File: config.mk
export PLATFORM = sky130hd
export DESIGN_NAME = pcu_update
export DESIGN_NICKNAME = d
export VERILOG_FILES = /design/src/shared/pcu_pkg.sv /design/src/hw/pcu_unit.sv /design/src/hw/pcu_update.sv
export VERILOG_INCLUDE_DIRS = /design/src /design/src/shared
export SDC_FILE = /design/constraint.sdc
export NUM_CORES = 1
export LEC_CHECK = 0
export BUFFER_PORTS_ARGS = -buffer_cell sky130_fd_sc_hd__buf_2
export CAP_MARGIN = 20
export CORE_MARGIN = 10
export CORE_UTILIZATION = 37
export CTS_CLUSTER_SIZE = 30
export DETAILED_ROUTE_END_ITERATION = 10
export HOLD_SLACK_MARGIN = 0.12
export PLACE_DENSITY = 0.6
export SETUP_SLACK_MARGIN = 0.15
export SYNTH_ARGS = -nofsm -noshare
export SYNTH_HDL_FRONTEND = slang
export SYNTH_SLANG_ARGS = --single-unit
File: constraint.sdc
create_clock -name aclk -period 1.85 [get_ports aclk]
set_input_delay 0.2775 -clock aclk [delete_from_list [all_inputs] [get_ports aclk]]
set_output_delay 0.2775 -clock aclk [all_outputs]
set_load 0.02 [all_outputs]
File: src/shared/pcu_consts.svh
// Constants for the comparison-unit mode update block.
// Assumes: included by bare name from design files.
`ifndef PCU_CONSTS_SVH
`define PCU_CONSTS_SVH

// ------------------------------------------------------------------
// Register map
// ------------------------------------------------------------------
`define PCU_MODE_UPD_BASE   9'h13C
`define PCU_MODE_UPD_STRIDE 9'h010
`define PCU_STATUS_OFFSET   9'h1C0
`define PCU_ADDR_W          9

// ------------------------------------------------------------------
// Field positions of comparison_mode_update
// ------------------------------------------------------------------
`define PCU_EN_BIT          0
`define PCU_TRG_LSB         4
`define PCU_PER_LSB         8
`define PCU_UPR_LSB         16
`define PCU_FIELD_W         4

// ------------------------------------------------------------------
// Reset values
// ------------------------------------------------------------------
`define PCU_FIELD_RST       4'h0
`define PCU_NUM_UNITS       8

// ------------------------------------------------------------------
// AXI responses
// ------------------------------------------------------------------
`define PCU_RESP_OKAY       2'h0
`define PCU_RESP_SLVERR     2'h2

`endif

File: src/shared/pcu_pkg.sv
// Types for the comparison-unit mode update block.
// Assumes: pcu_consts.svh is on the include path.
`include "pcu_consts.svh"

package pcu_pkg;
	// One four-bit setting field
	typedef logic [`PCU_FIELD_W-1:0] pcu_field_t;
	// Register bus byte address
	typedef logic [`PCU_ADDR_W-1:0] pcu_addr_t;
endpackage

File: src/hw/pcu_unit.sv
// One comparison unit: staged and active mode settings, its two counters.
// Assumes: period_end is a one-cycle pulse on aclk at each channel 0
// counter period end; wr_en comes from the bus slave in the same domain.
`timescale 1ns/1ps
`include "pcu_consts.svh"

module pcu_unit
	import pcu_pkg::*;
(
	// Clock and reset
	input  wire logic        aclk,
	input  wire logic        aresetn,
	// Staging write
	input  wire logic        wr_en,
	input  wire logic [2:0]  wr_strb,
	input  wire logic [31:0] wr_data,
	// Channel 0 period end
	input  wire logic        period_end,
	// Unit outputs
	output logic             act_en_reg,
	output logic             match_reg,
	output logic             update_reg,
	output logic             pending_reg
);
	pcu_field_t stg_trg_reg, stg_per_reg, stg_upr_reg;
	logic       stg_en_reg;
	pcu_field_t act_trg_reg, act_per_reg, act_upr_reg;
	pcu_field_t cpr_cnt_reg, upr_cnt_reg;
	pcu_field_t cpr_cnt_next, upr_cnt_next;
	logic       upd_now;
	logic       cmp_now;
	logic       cpr_wrap;

	// ------------------------------------------------------------------
	// Counters and update instant
	// ------------------------------------------------------------------
	// >= rather than == so a shrunken period cannot strand the counter
	assign cpr_wrap     = cpr_cnt_reg >= act_per_reg;
	assign upd_now      = period_end &&
	                      (upr_cnt_reg >= act_upr_reg);
	assign cmp_now      = period_end && act_en_reg &&
	                      (cpr_cnt_reg == act_trg_reg);
	assign cpr_cnt_next = !period_end ? cpr_cnt_reg :
	                      cpr_wrap ? `PCU_FIELD_RST :
	                      cpr_cnt_reg + 4'h1;
	assign upr_cnt_next = !period_end ? upr_cnt_reg :
	                      upd_now ? `PCU_FIELD_RST :
	                      upr_cnt_reg + 4'h1;

	always_ff @(posedge aclk) begin
		if (!aresetn) begin
			cpr_cnt_reg <= `PCU_FIELD_RST;
			upr_cnt_reg <= `PCU_FIELD_RST;
			match_reg   <= 1'b0;
			update_reg  <= 1'b0;
		end else begin
			cpr_cnt_reg <= cpr_cnt_next;
			upr_cnt_reg <= upr_cnt_next;
			match_reg   <= cmp_now;
			update_reg  <= upd_now;
		end
	end

	// ------------------------------------------------------------------
	// Staged copies: a write never touches the live settings
	// ------------------------------------------------------------------
	always_ff @(posedge aclk) begin
		if (!aresetn) begin
			stg_en_reg  <= 1'b0;
			stg_trg_reg <= `PCU_FIELD_RST;
			stg_per_reg <= `PCU_FIELD_RST;
			stg_upr_reg <= `PCU_FIELD_RST;
		end else if (wr_en) begin
			if (wr_strb[0]) begin
				stg_en_reg  <= wr_data[`PCU_EN_BIT];
				stg_trg_reg <= wr_data[`PCU_TRG_LSB +: `PCU_FIELD_W];
			end
			if (wr_strb[1]) begin
				stg_per_reg <= wr_data[`PCU_PER_LSB +: `PCU_FIELD_W];
			end
			if (wr_strb[2]) begin
				stg_upr_reg <= wr_data[`PCU_UPR_LSB +: `PCU_FIELD_W];
			end
		end
	end

	// ------------------------------------------------------------------
	// Active copies, loaded only at the update instant
	// ------------------------------------------------------------------
	always_ff @(posedge aclk) begin
		if (!aresetn) begin
			act_en_reg  <= 1'b0;
			act_trg_reg <= `PCU_FIELD_RST;
			act_per_reg <= `PCU_FIELD_RST;
			act_upr_reg <= `PCU_FIELD_RST;
		end else if (upd_now) begin
			act_en_reg  <= stg_en_reg;
			act_trg_reg <= stg_trg_reg;
			act_per_reg <= stg_per_reg;
			act_upr_reg <= stg_upr_reg;
		end
	end

	// Set wins over the clear when a write meets an update
	always_ff @(posedge aclk) begin
		if (!aresetn) begin
			pending_reg <= 1'b0;
		end else begin
			pending_reg <= wr_en | (pending_reg & ~upd_now);
		end
	end
endmodule

File: src/hw/pcu_update.sv
// Comparison-unit mode update block: AXI4-Lite slave and the units.
// Assumes: ch0_period_end is a one-cycle pulse from the PWM counter on
// aclk; one AXI4-Lite master; aresetn synchronous, active low.
`timescale 1ns/1ps
`include "pcu_consts.svh"

module pcu_update
	import pcu_pkg::*;
#(
	parameter int N_UNITS = `PCU_NUM_UNITS
) (
	// Clock and reset
	input  wire logic                 aclk,
	input  wire logic                 aresetn,
	// Write address channel
	input  wire logic [8:0]           s_axi_awaddr,
	input  wire logic [2:0]           s_axi_awprot,
	input  wire logic                 s_axi_awvalid,
	output logic                      s_axi_awready,
	// Write data channel
	input  wire logic [31:0]          s_axi_wdata,
	input  wire logic [3:0]           s_axi_wstrb,
	input  wire logic                 s_axi_wvalid,
	output logic                      s_axi_wready,
	// Write response channel
	output logic [1:0]                s_axi_bresp,
	output logic                      s_axi_bvalid,
	input  wire logic                 s_axi_bready,
	// Read address channel
	input  wire logic [8:0]           s_axi_araddr,
	input  wire logic [2:0]           s_axi_arprot,
	input  wire logic                 s_axi_arvalid,
	output logic                      s_axi_arready,
	// Read data channel
	output logic [31:0]               s_axi_rdata,
	output logic [1:0]                s_axi_rresp,
	output logic                      s_axi_rvalid,
	input  wire logic                 s_axi_rready,
	// PWM side
	input  wire logic                 ch0_period_end,
	output logic [N_UNITS-1:0]        compare_match,
	output logic [N_UNITS-1:0]        compare_update,
	output logic [N_UNITS-1:0]        compare_enable
);
	// ------------------------------------------------------------------
	// Address decode
	// ------------------------------------------------------------------
	// Low two address bits are ignored: a byte offset hits its word
	// Returns {hit, index}; index is the unit number
	function automatic logic [3:0] unit_hit(input pcu_addr_t a);
		pcu_addr_t off;
		off = a - `PCU_MODE_UPD_BASE;
		unit_hit = {(a >= `PCU_MODE_UPD_BASE) && (off[3:2] == 2'h0)
		            && ({4'h0, off[8:4]} < 9'(N_UNITS)), off[6:4]};
	endfunction

	pcu_addr_t    aw_addr_reg;
	logic [31:0]  w_data_reg;
	logic [3:0]   w_strb_reg;
	logic         aw_full_reg, w_full_reg;
	logic         awready_reg, wready_reg, bvalid_reg;
	logic [1:0]   bresp_reg;
	logic         arready_reg, rvalid_reg;
	logic [1:0]   rresp_reg;
	logic [31:0]  rdata_reg;
	logic         aw_take, w_take, ar_take, do_write;
	logic         aw_full_next, w_full_next, rvalid_next;
	logic [3:0]   wr_dec, rd_dec;
	logic         rd_status;
	logic [31:0]  rd_word;
	logic [1:0]   rd_resp;
	logic [N_UNITS-1:0] unit_wr, pending, match_w, upd_w, en_w;

	assign aw_take      = s_axi_awvalid & awready_reg;
	assign w_take       = s_axi_wvalid & wready_reg;
	assign do_write     = aw_full_reg & w_full_reg & ~bvalid_reg;
	assign aw_full_next = do_write ? 1'b0 : (aw_full_reg | aw_take);
	assign w_full_next  = do_write ? 1'b0 : (w_full_reg | w_take);
	assign wr_dec       = unit_hit(aw_addr_reg);
	assign ar_take      = s_axi_arvalid & arready_reg;
	assign rvalid_next  = ar_take | (rvalid_reg & ~s_axi_rready);
	assign rd_dec       = unit_hit(s_axi_araddr);
	assign rd_status    = s_axi_araddr[8:2] == 7'(`PCU_STATUS_OFFSET >> 2);
	// Staging registers are write-only and read back as zero
	assign rd_word      = rd_status ? 32'(pending) : 32'h0000_0000;
	assign rd_resp      = (rd_status | rd_dec[3]) ? `PCU_RESP_OKAY :
	                      `PCU_RESP_SLVERR;

	// ------------------------------------------------------------------
	// Write path
	// ------------------------------------------------------------------
	always_ff @(posedge aclk) begin
		if (!aresetn) begin
			aw_full_reg <= 1'b0;
			w_full_reg  <= 1'b0;
			awready_reg <= 1'b0;
			wready_reg  <= 1'b0;
			aw_addr_reg <= 9'h000;
			w_data_reg  <= 32'h0000_0000;
			w_strb_reg  <= 4'h0;
		end else begin
			aw_full_reg <= aw_full_next;
			w_full_reg  <= w_full_next;
			awready_reg <= ~aw_full_next;
			wready_reg  <= ~w_full_next;
			if (aw_take) begin
				aw_addr_reg <= s_axi_awaddr;
			end
			if (w_take) begin
				w_data_reg <= s_axi_wdata;
				w_strb_reg <= s_axi_wstrb;
			end
		end
	end

	// A write waits for a free response slot so no answer is lost;
	// the next address is refused in the meantime, as awready stays low
	always_ff @(posedge aclk) begin
		if (!aresetn) begin
			bvalid_reg <= 1'b0;
			bresp_reg  <= `PCU_RESP_OKAY;
		end else if (do_write) begin
			bvalid_reg <= 1'b1;
			bresp_reg  <= wr_dec[3] ? `PCU_RESP_OKAY : `PCU_RESP_SLVERR;
		end else if (s_axi_bready) begin
			bvalid_reg <= 1'b0;
		end
	end

	// ------------------------------------------------------------------
	// Read path
	// ------------------------------------------------------------------
	// arready mirrors the next rvalid: no read is taken while an answer
	// stands, at the cost of one dead cycle between reads
	always_ff @(posedge aclk) begin
		if (!aresetn) begin
			arready_reg <= 1'b0;
			rvalid_reg  <= 1'b0;
			rdata_reg   <= 32'h0000_0000;
			rresp_reg   <= `PCU_RESP_OKAY;
		end else begin
			arready_reg <= ~rvalid_next;
			rvalid_reg  <= rvalid_next;
			if (ar_take) begin
				rdata_reg <= rd_word;
				rresp_reg <= rd_resp;
			end
		end
	end

	// ------------------------------------------------------------------
	// Comparison units
	// ------------------------------------------------------------------
	// One data and strobe copy feeds every unit; only the decoded one loads
	for (genvar i = 0; i < N_UNITS; i++) begin : g_unit
		assign unit_wr[i] = do_write && wr_dec[3] &&
		                    (wr_dec[2:0] == 3'(i));
		pcu_unit u_unit (
			.aclk        (aclk),
			.aresetn     (aresetn),
			.wr_en       (unit_wr[i]),
			.wr_strb     (w_strb_reg[2:0]),
			.wr_data     (w_data_reg),
			.period_end  (ch0_period_end),
			.act_en_reg  (en_w[i]),
			.match_reg   (match_w[i]),
			.update_reg  (upd_w[i]),
			.pending_reg (pending[i])
		);
	end

	assign s_axi_awready  = awready_reg;
	assign s_axi_wready   = wready_reg;
	assign s_axi_bvalid   = bvalid_reg;
	assign s_axi_bresp    = bresp_reg;
	assign s_axi_arready  = arready_reg;
	assign s_axi_rvalid   = rvalid_reg;
	assign s_axi_rdata    = rdata_reg;
	assign s_axi_rresp    = rresp_reg;
	assign compare_match  = match_w;
	assign compare_update = upd_w;
	assign compare_enable = en_w;
endmodule

==> results.md <==
* CP max stage cell: a2111oi_4
* Max Clock Freq at 588.1 MHz
* Period utilisation layout at 91.91%
* Starting density of the core at 37.66%
* Crit path max fanout at 7
* DRT antenna net count at 0
* Post-DP HPWL at 24,200 µm
* Grt ovf at 0
* Crit path launch type: register
* GR Util All Layers at 14.20%
* Vias in the first global route at 11,130
* Clock sink count at 336
* DR vias at 11,200
* CP cell instances: inv_2, ha_4, nand2b_4, a2111oi_4, nor3_4, clkbuf_16, mux2i_1
* Layout area overhead at 25.42%
* RR Endpoint: g_unit[6].u_unit.act_upr_reg[3]
* Most frequent cells in the layout: 335 x nand2_1, 306 x dfxtp_1, 214 x mux2i_1
* CTS max path bufs at 3
* Hold Startpoint: aresetn
* Max transition margin at 61.23%
* Htree depth at 2
* Pwr dens at 829.2 nW/µm²
* Leakage at 7.323 nW
* Worst Hold Path EP: w_full_reg
* Final wirelength at 38,020 µm
* CTS tree: built
* # nets final at 1,882
* Num rows at 73
* Clock transition at path regs at 0.06 ns
* Worst-Skew Late Latency at 0.52 ns
* Die area at 49,080 µm²
* Max_cap viols at 0
* CP Capture Type: register
* Inst Count DP at 2,147
* Fraction of the yosys area taken by sequential cells at 44.75%
* Cell count after synthesis at 1,580
* I/O pins at 133
* Fin area at 18,850 µm²
* Skew final at 0.02023 ns
* Num CTS Buffers at 37
* Die H at 221.6 µm
* Synthesis Warnings at 0
* Max Slew Vio Count at 0
* Worst R2R Start: g_unit[6].u_unit.upr_cnt_reg[0]
* Cell Area, Placed at 16,170 µm²
* Share of cells above drive strength 1 at 21.92%
* GPL Wtd Cong at 0.7890
* Hold Path Stages at 2
* Vias per inst at 4.898
* 1st-iter DRT viols at 461
* Antenna violations before repair at 0
* First-pass GRT wire length at 58,260 µm
* Worst VDD drop at 525.2 µV
* Final Hold Viols at 0
* Synthesized area at 15,030 µm²
* Commonest non-fill, non-tap cell in the layout: nand2_1
* Post-synth EDFFs at 0
* CP max stage delay at 0.43 ns
* DR WL/cell at 16.63 µm
* Critical path class: reg2reg
* Port buffer count at 76
* Final std cells w/o fill at 2,286
* Pre-CTS setup slack at -0.1592 ns
* Final worst setup slack at 0.1496 ns
* Unique masters post-synth at 61
* R2r setup slk at 0.15 ns
* Die X at 221.6 µm
* FF-to-FF path depth at 7
* Ys async rst share at 0%
* Fin crit period at 1.700 ns
* First-pass detailed-route iteration total at 5
* Worst EP arrival at 2.10 ns
* Hold Path Class: in2reg
* # diodes at 0
* Ys flop type: dfxtp_1
* # setup viols final at 0
* CP required at 2.25 ns
* Largest net degree at the start of global routing at 96
* RSZ-0062 raised after global routing: yes
* Syn avg cell area at 9.513 µm²
* Outcome: finished clean
* Seq cells post-synth at 336
* CTS root buf: clkbuf_16
* Core Box Area at 39,910 µm²
* Worst-Margin Slew at 0.5777 ns
* DR DRC count at 0
cells in the mapped netlist, drive strengths merged (6+ instances only):
| library cell | instances | area (µm²) |
|---|---|---|
| a2111oi | 9 | 97.60 |
| a211o | 14 | 122.6 |
| a211oi | 8 | 60.06 |
| a21oi | 59 | 295.3 |
| a221o | 6 | 60.06 |
| buf | 83 | 566.8 |
| clkbuf | 44 | 186.4 |
| dfxtp | 336 | 6726 |
| ha | 80 | 1001 |
| inv | 76 | 285.3 |
| mux2i | 215 | 2152 |
| nand2 | 335 | 1257 |
| nand2b | 10 | 62.56 |
| nand3 | 22 | 147.6 |
| nand4 | 11 | 68.82 |
| nor2 | 56 | 336.6 |
| nor3 | 39 | 206.5 |
| nor4 | 9 | 56.30 |
| o21a | 19 | 142.6 |
| o21ai | 19 | 95.09 |
| or3 | 6 | 37.54 |
| xnor2 | 21 | 183.9 |
| xor2 | 44 | 385.4 |
critical path: cells and delay by family (launching register included):
| kind | cells | cell delay (ns) |
|---|---|---|
| AOI/OAI and AO/OA | 1 | 0.43 |
| adders and majority gates | 1 | 0.20 |
| DFF | 1 | 0.33 |
| and+or+nand+nor | 2 | 0.27 |
| buffers and inverters | 2 | 0.25 |
| muxes | 1 | 0.12 |
routing by layer:
layer | part of all wire, % | vias to the layer above | global-route usage, %
met4 | 1.9 | 0 | 3.980
met3 | 3.9 | 47 | 2.861
met1 | 47 | 5326 | 17.97
met5 | 0 | - | 0
met2 | 47 | 191 | 23.96
li1 | - | 5633 | -
timing repair:
action / in CTS / in global routing
endpoints found under the setup margin: 112 / 201
hold buffers: 28 / 0
pin swaps: 14 / 42
setup buffers: 14 / 19
gates resized for setup: 28 / 119
cloned: 4 / 8
endpoints found under the hold margin: 29 / 0
kinds of logic after synthesis:
kind of cell / count (synthesis) / synth area share (%)
and+or+nand+nor: 513 / 15.80
xor gates and xnor gates: 65 / 3.788
muxes: 219 / 14.72
DFF: 336 / 44.75
other: 1 / 0.02495
AOI/OAI and AO/OA: 163 / 7.350
adders and majority gates: 80 / 6.659
buffers and inverters: 203 / 6.909
worst max path at each step:
stage                                               start                               to  slack, ns  cells past startpoint
after CTS                 g_unit[4].u_unit.cpr_cnt_reg[0]  g_unit[4].u_unit.cpr_cnt_reg[3]       0.15                      6
after global placement    g_unit[6].u_unit.upr_cnt_reg[0]     g_unit[6].u_unit.pending_reg      -0.12                      6
after detailed placement  g_unit[6].u_unit.upr_cnt_reg[0]     g_unit[6].u_unit.pending_reg      -0.16                      6
final                     g_unit[6].u_unit.upr_cnt_reg[0]  g_unit[6].u_unit.act_upr_reg[3]       0.15                      7
after global routing      g_unit[6].u_unit.upr_cnt_reg[0]  g_unit[6].u_unit.upr_cnt_reg[0]       0.06                      7
after floorplan           g_unit[7].u_unit.cpr_cnt_reg[0]  g_unit[7].u_unit.cpr_cnt_reg[3]       0.15                      6
power by group:
| group | internal [mW] | total, mW | switching [mW] |
|---|---|---|---|
| registers | 7.29 | 7.34 | 0.0488 |
| logic | 0.434 | 1.05 | 0.612 |
| clock network | 4.30 | 7.25 | 2.95 |
area by class of cell:
class | instances | area (µm²)
Clock buffer | 53 | 1066
Clock inverter | 13 | 128.9
Fill cell | 3705 | 21060
Inverter | 76 | 292.8
Multi-Input combinational cell | 1066 | 8011
Sequential cell | 336 | 6789
Tap cell | 525 | 656.9
Timing Repair Buffer | 217 | 1907
stage by stage:
step / TNS, ns / hold WS, ns / util (%) / power (mW)
after floorplan: 0 / 0.4135 / - / 8.086
after global placement: -1.435 / 0.4439 / 40.50 / 8.323
after detailed placement: -1.939 / 0.4475 / 40.50 / 8.336
after CTS: 0 / 0.1222 / 44.97 / 15.68
after global routing: 0 / 0.1361 / 47.23 / 16.16
final: 0 / 0.1394 / 47.23 / 15.63
Note: power is estimated with default switching activity, not from simulation.
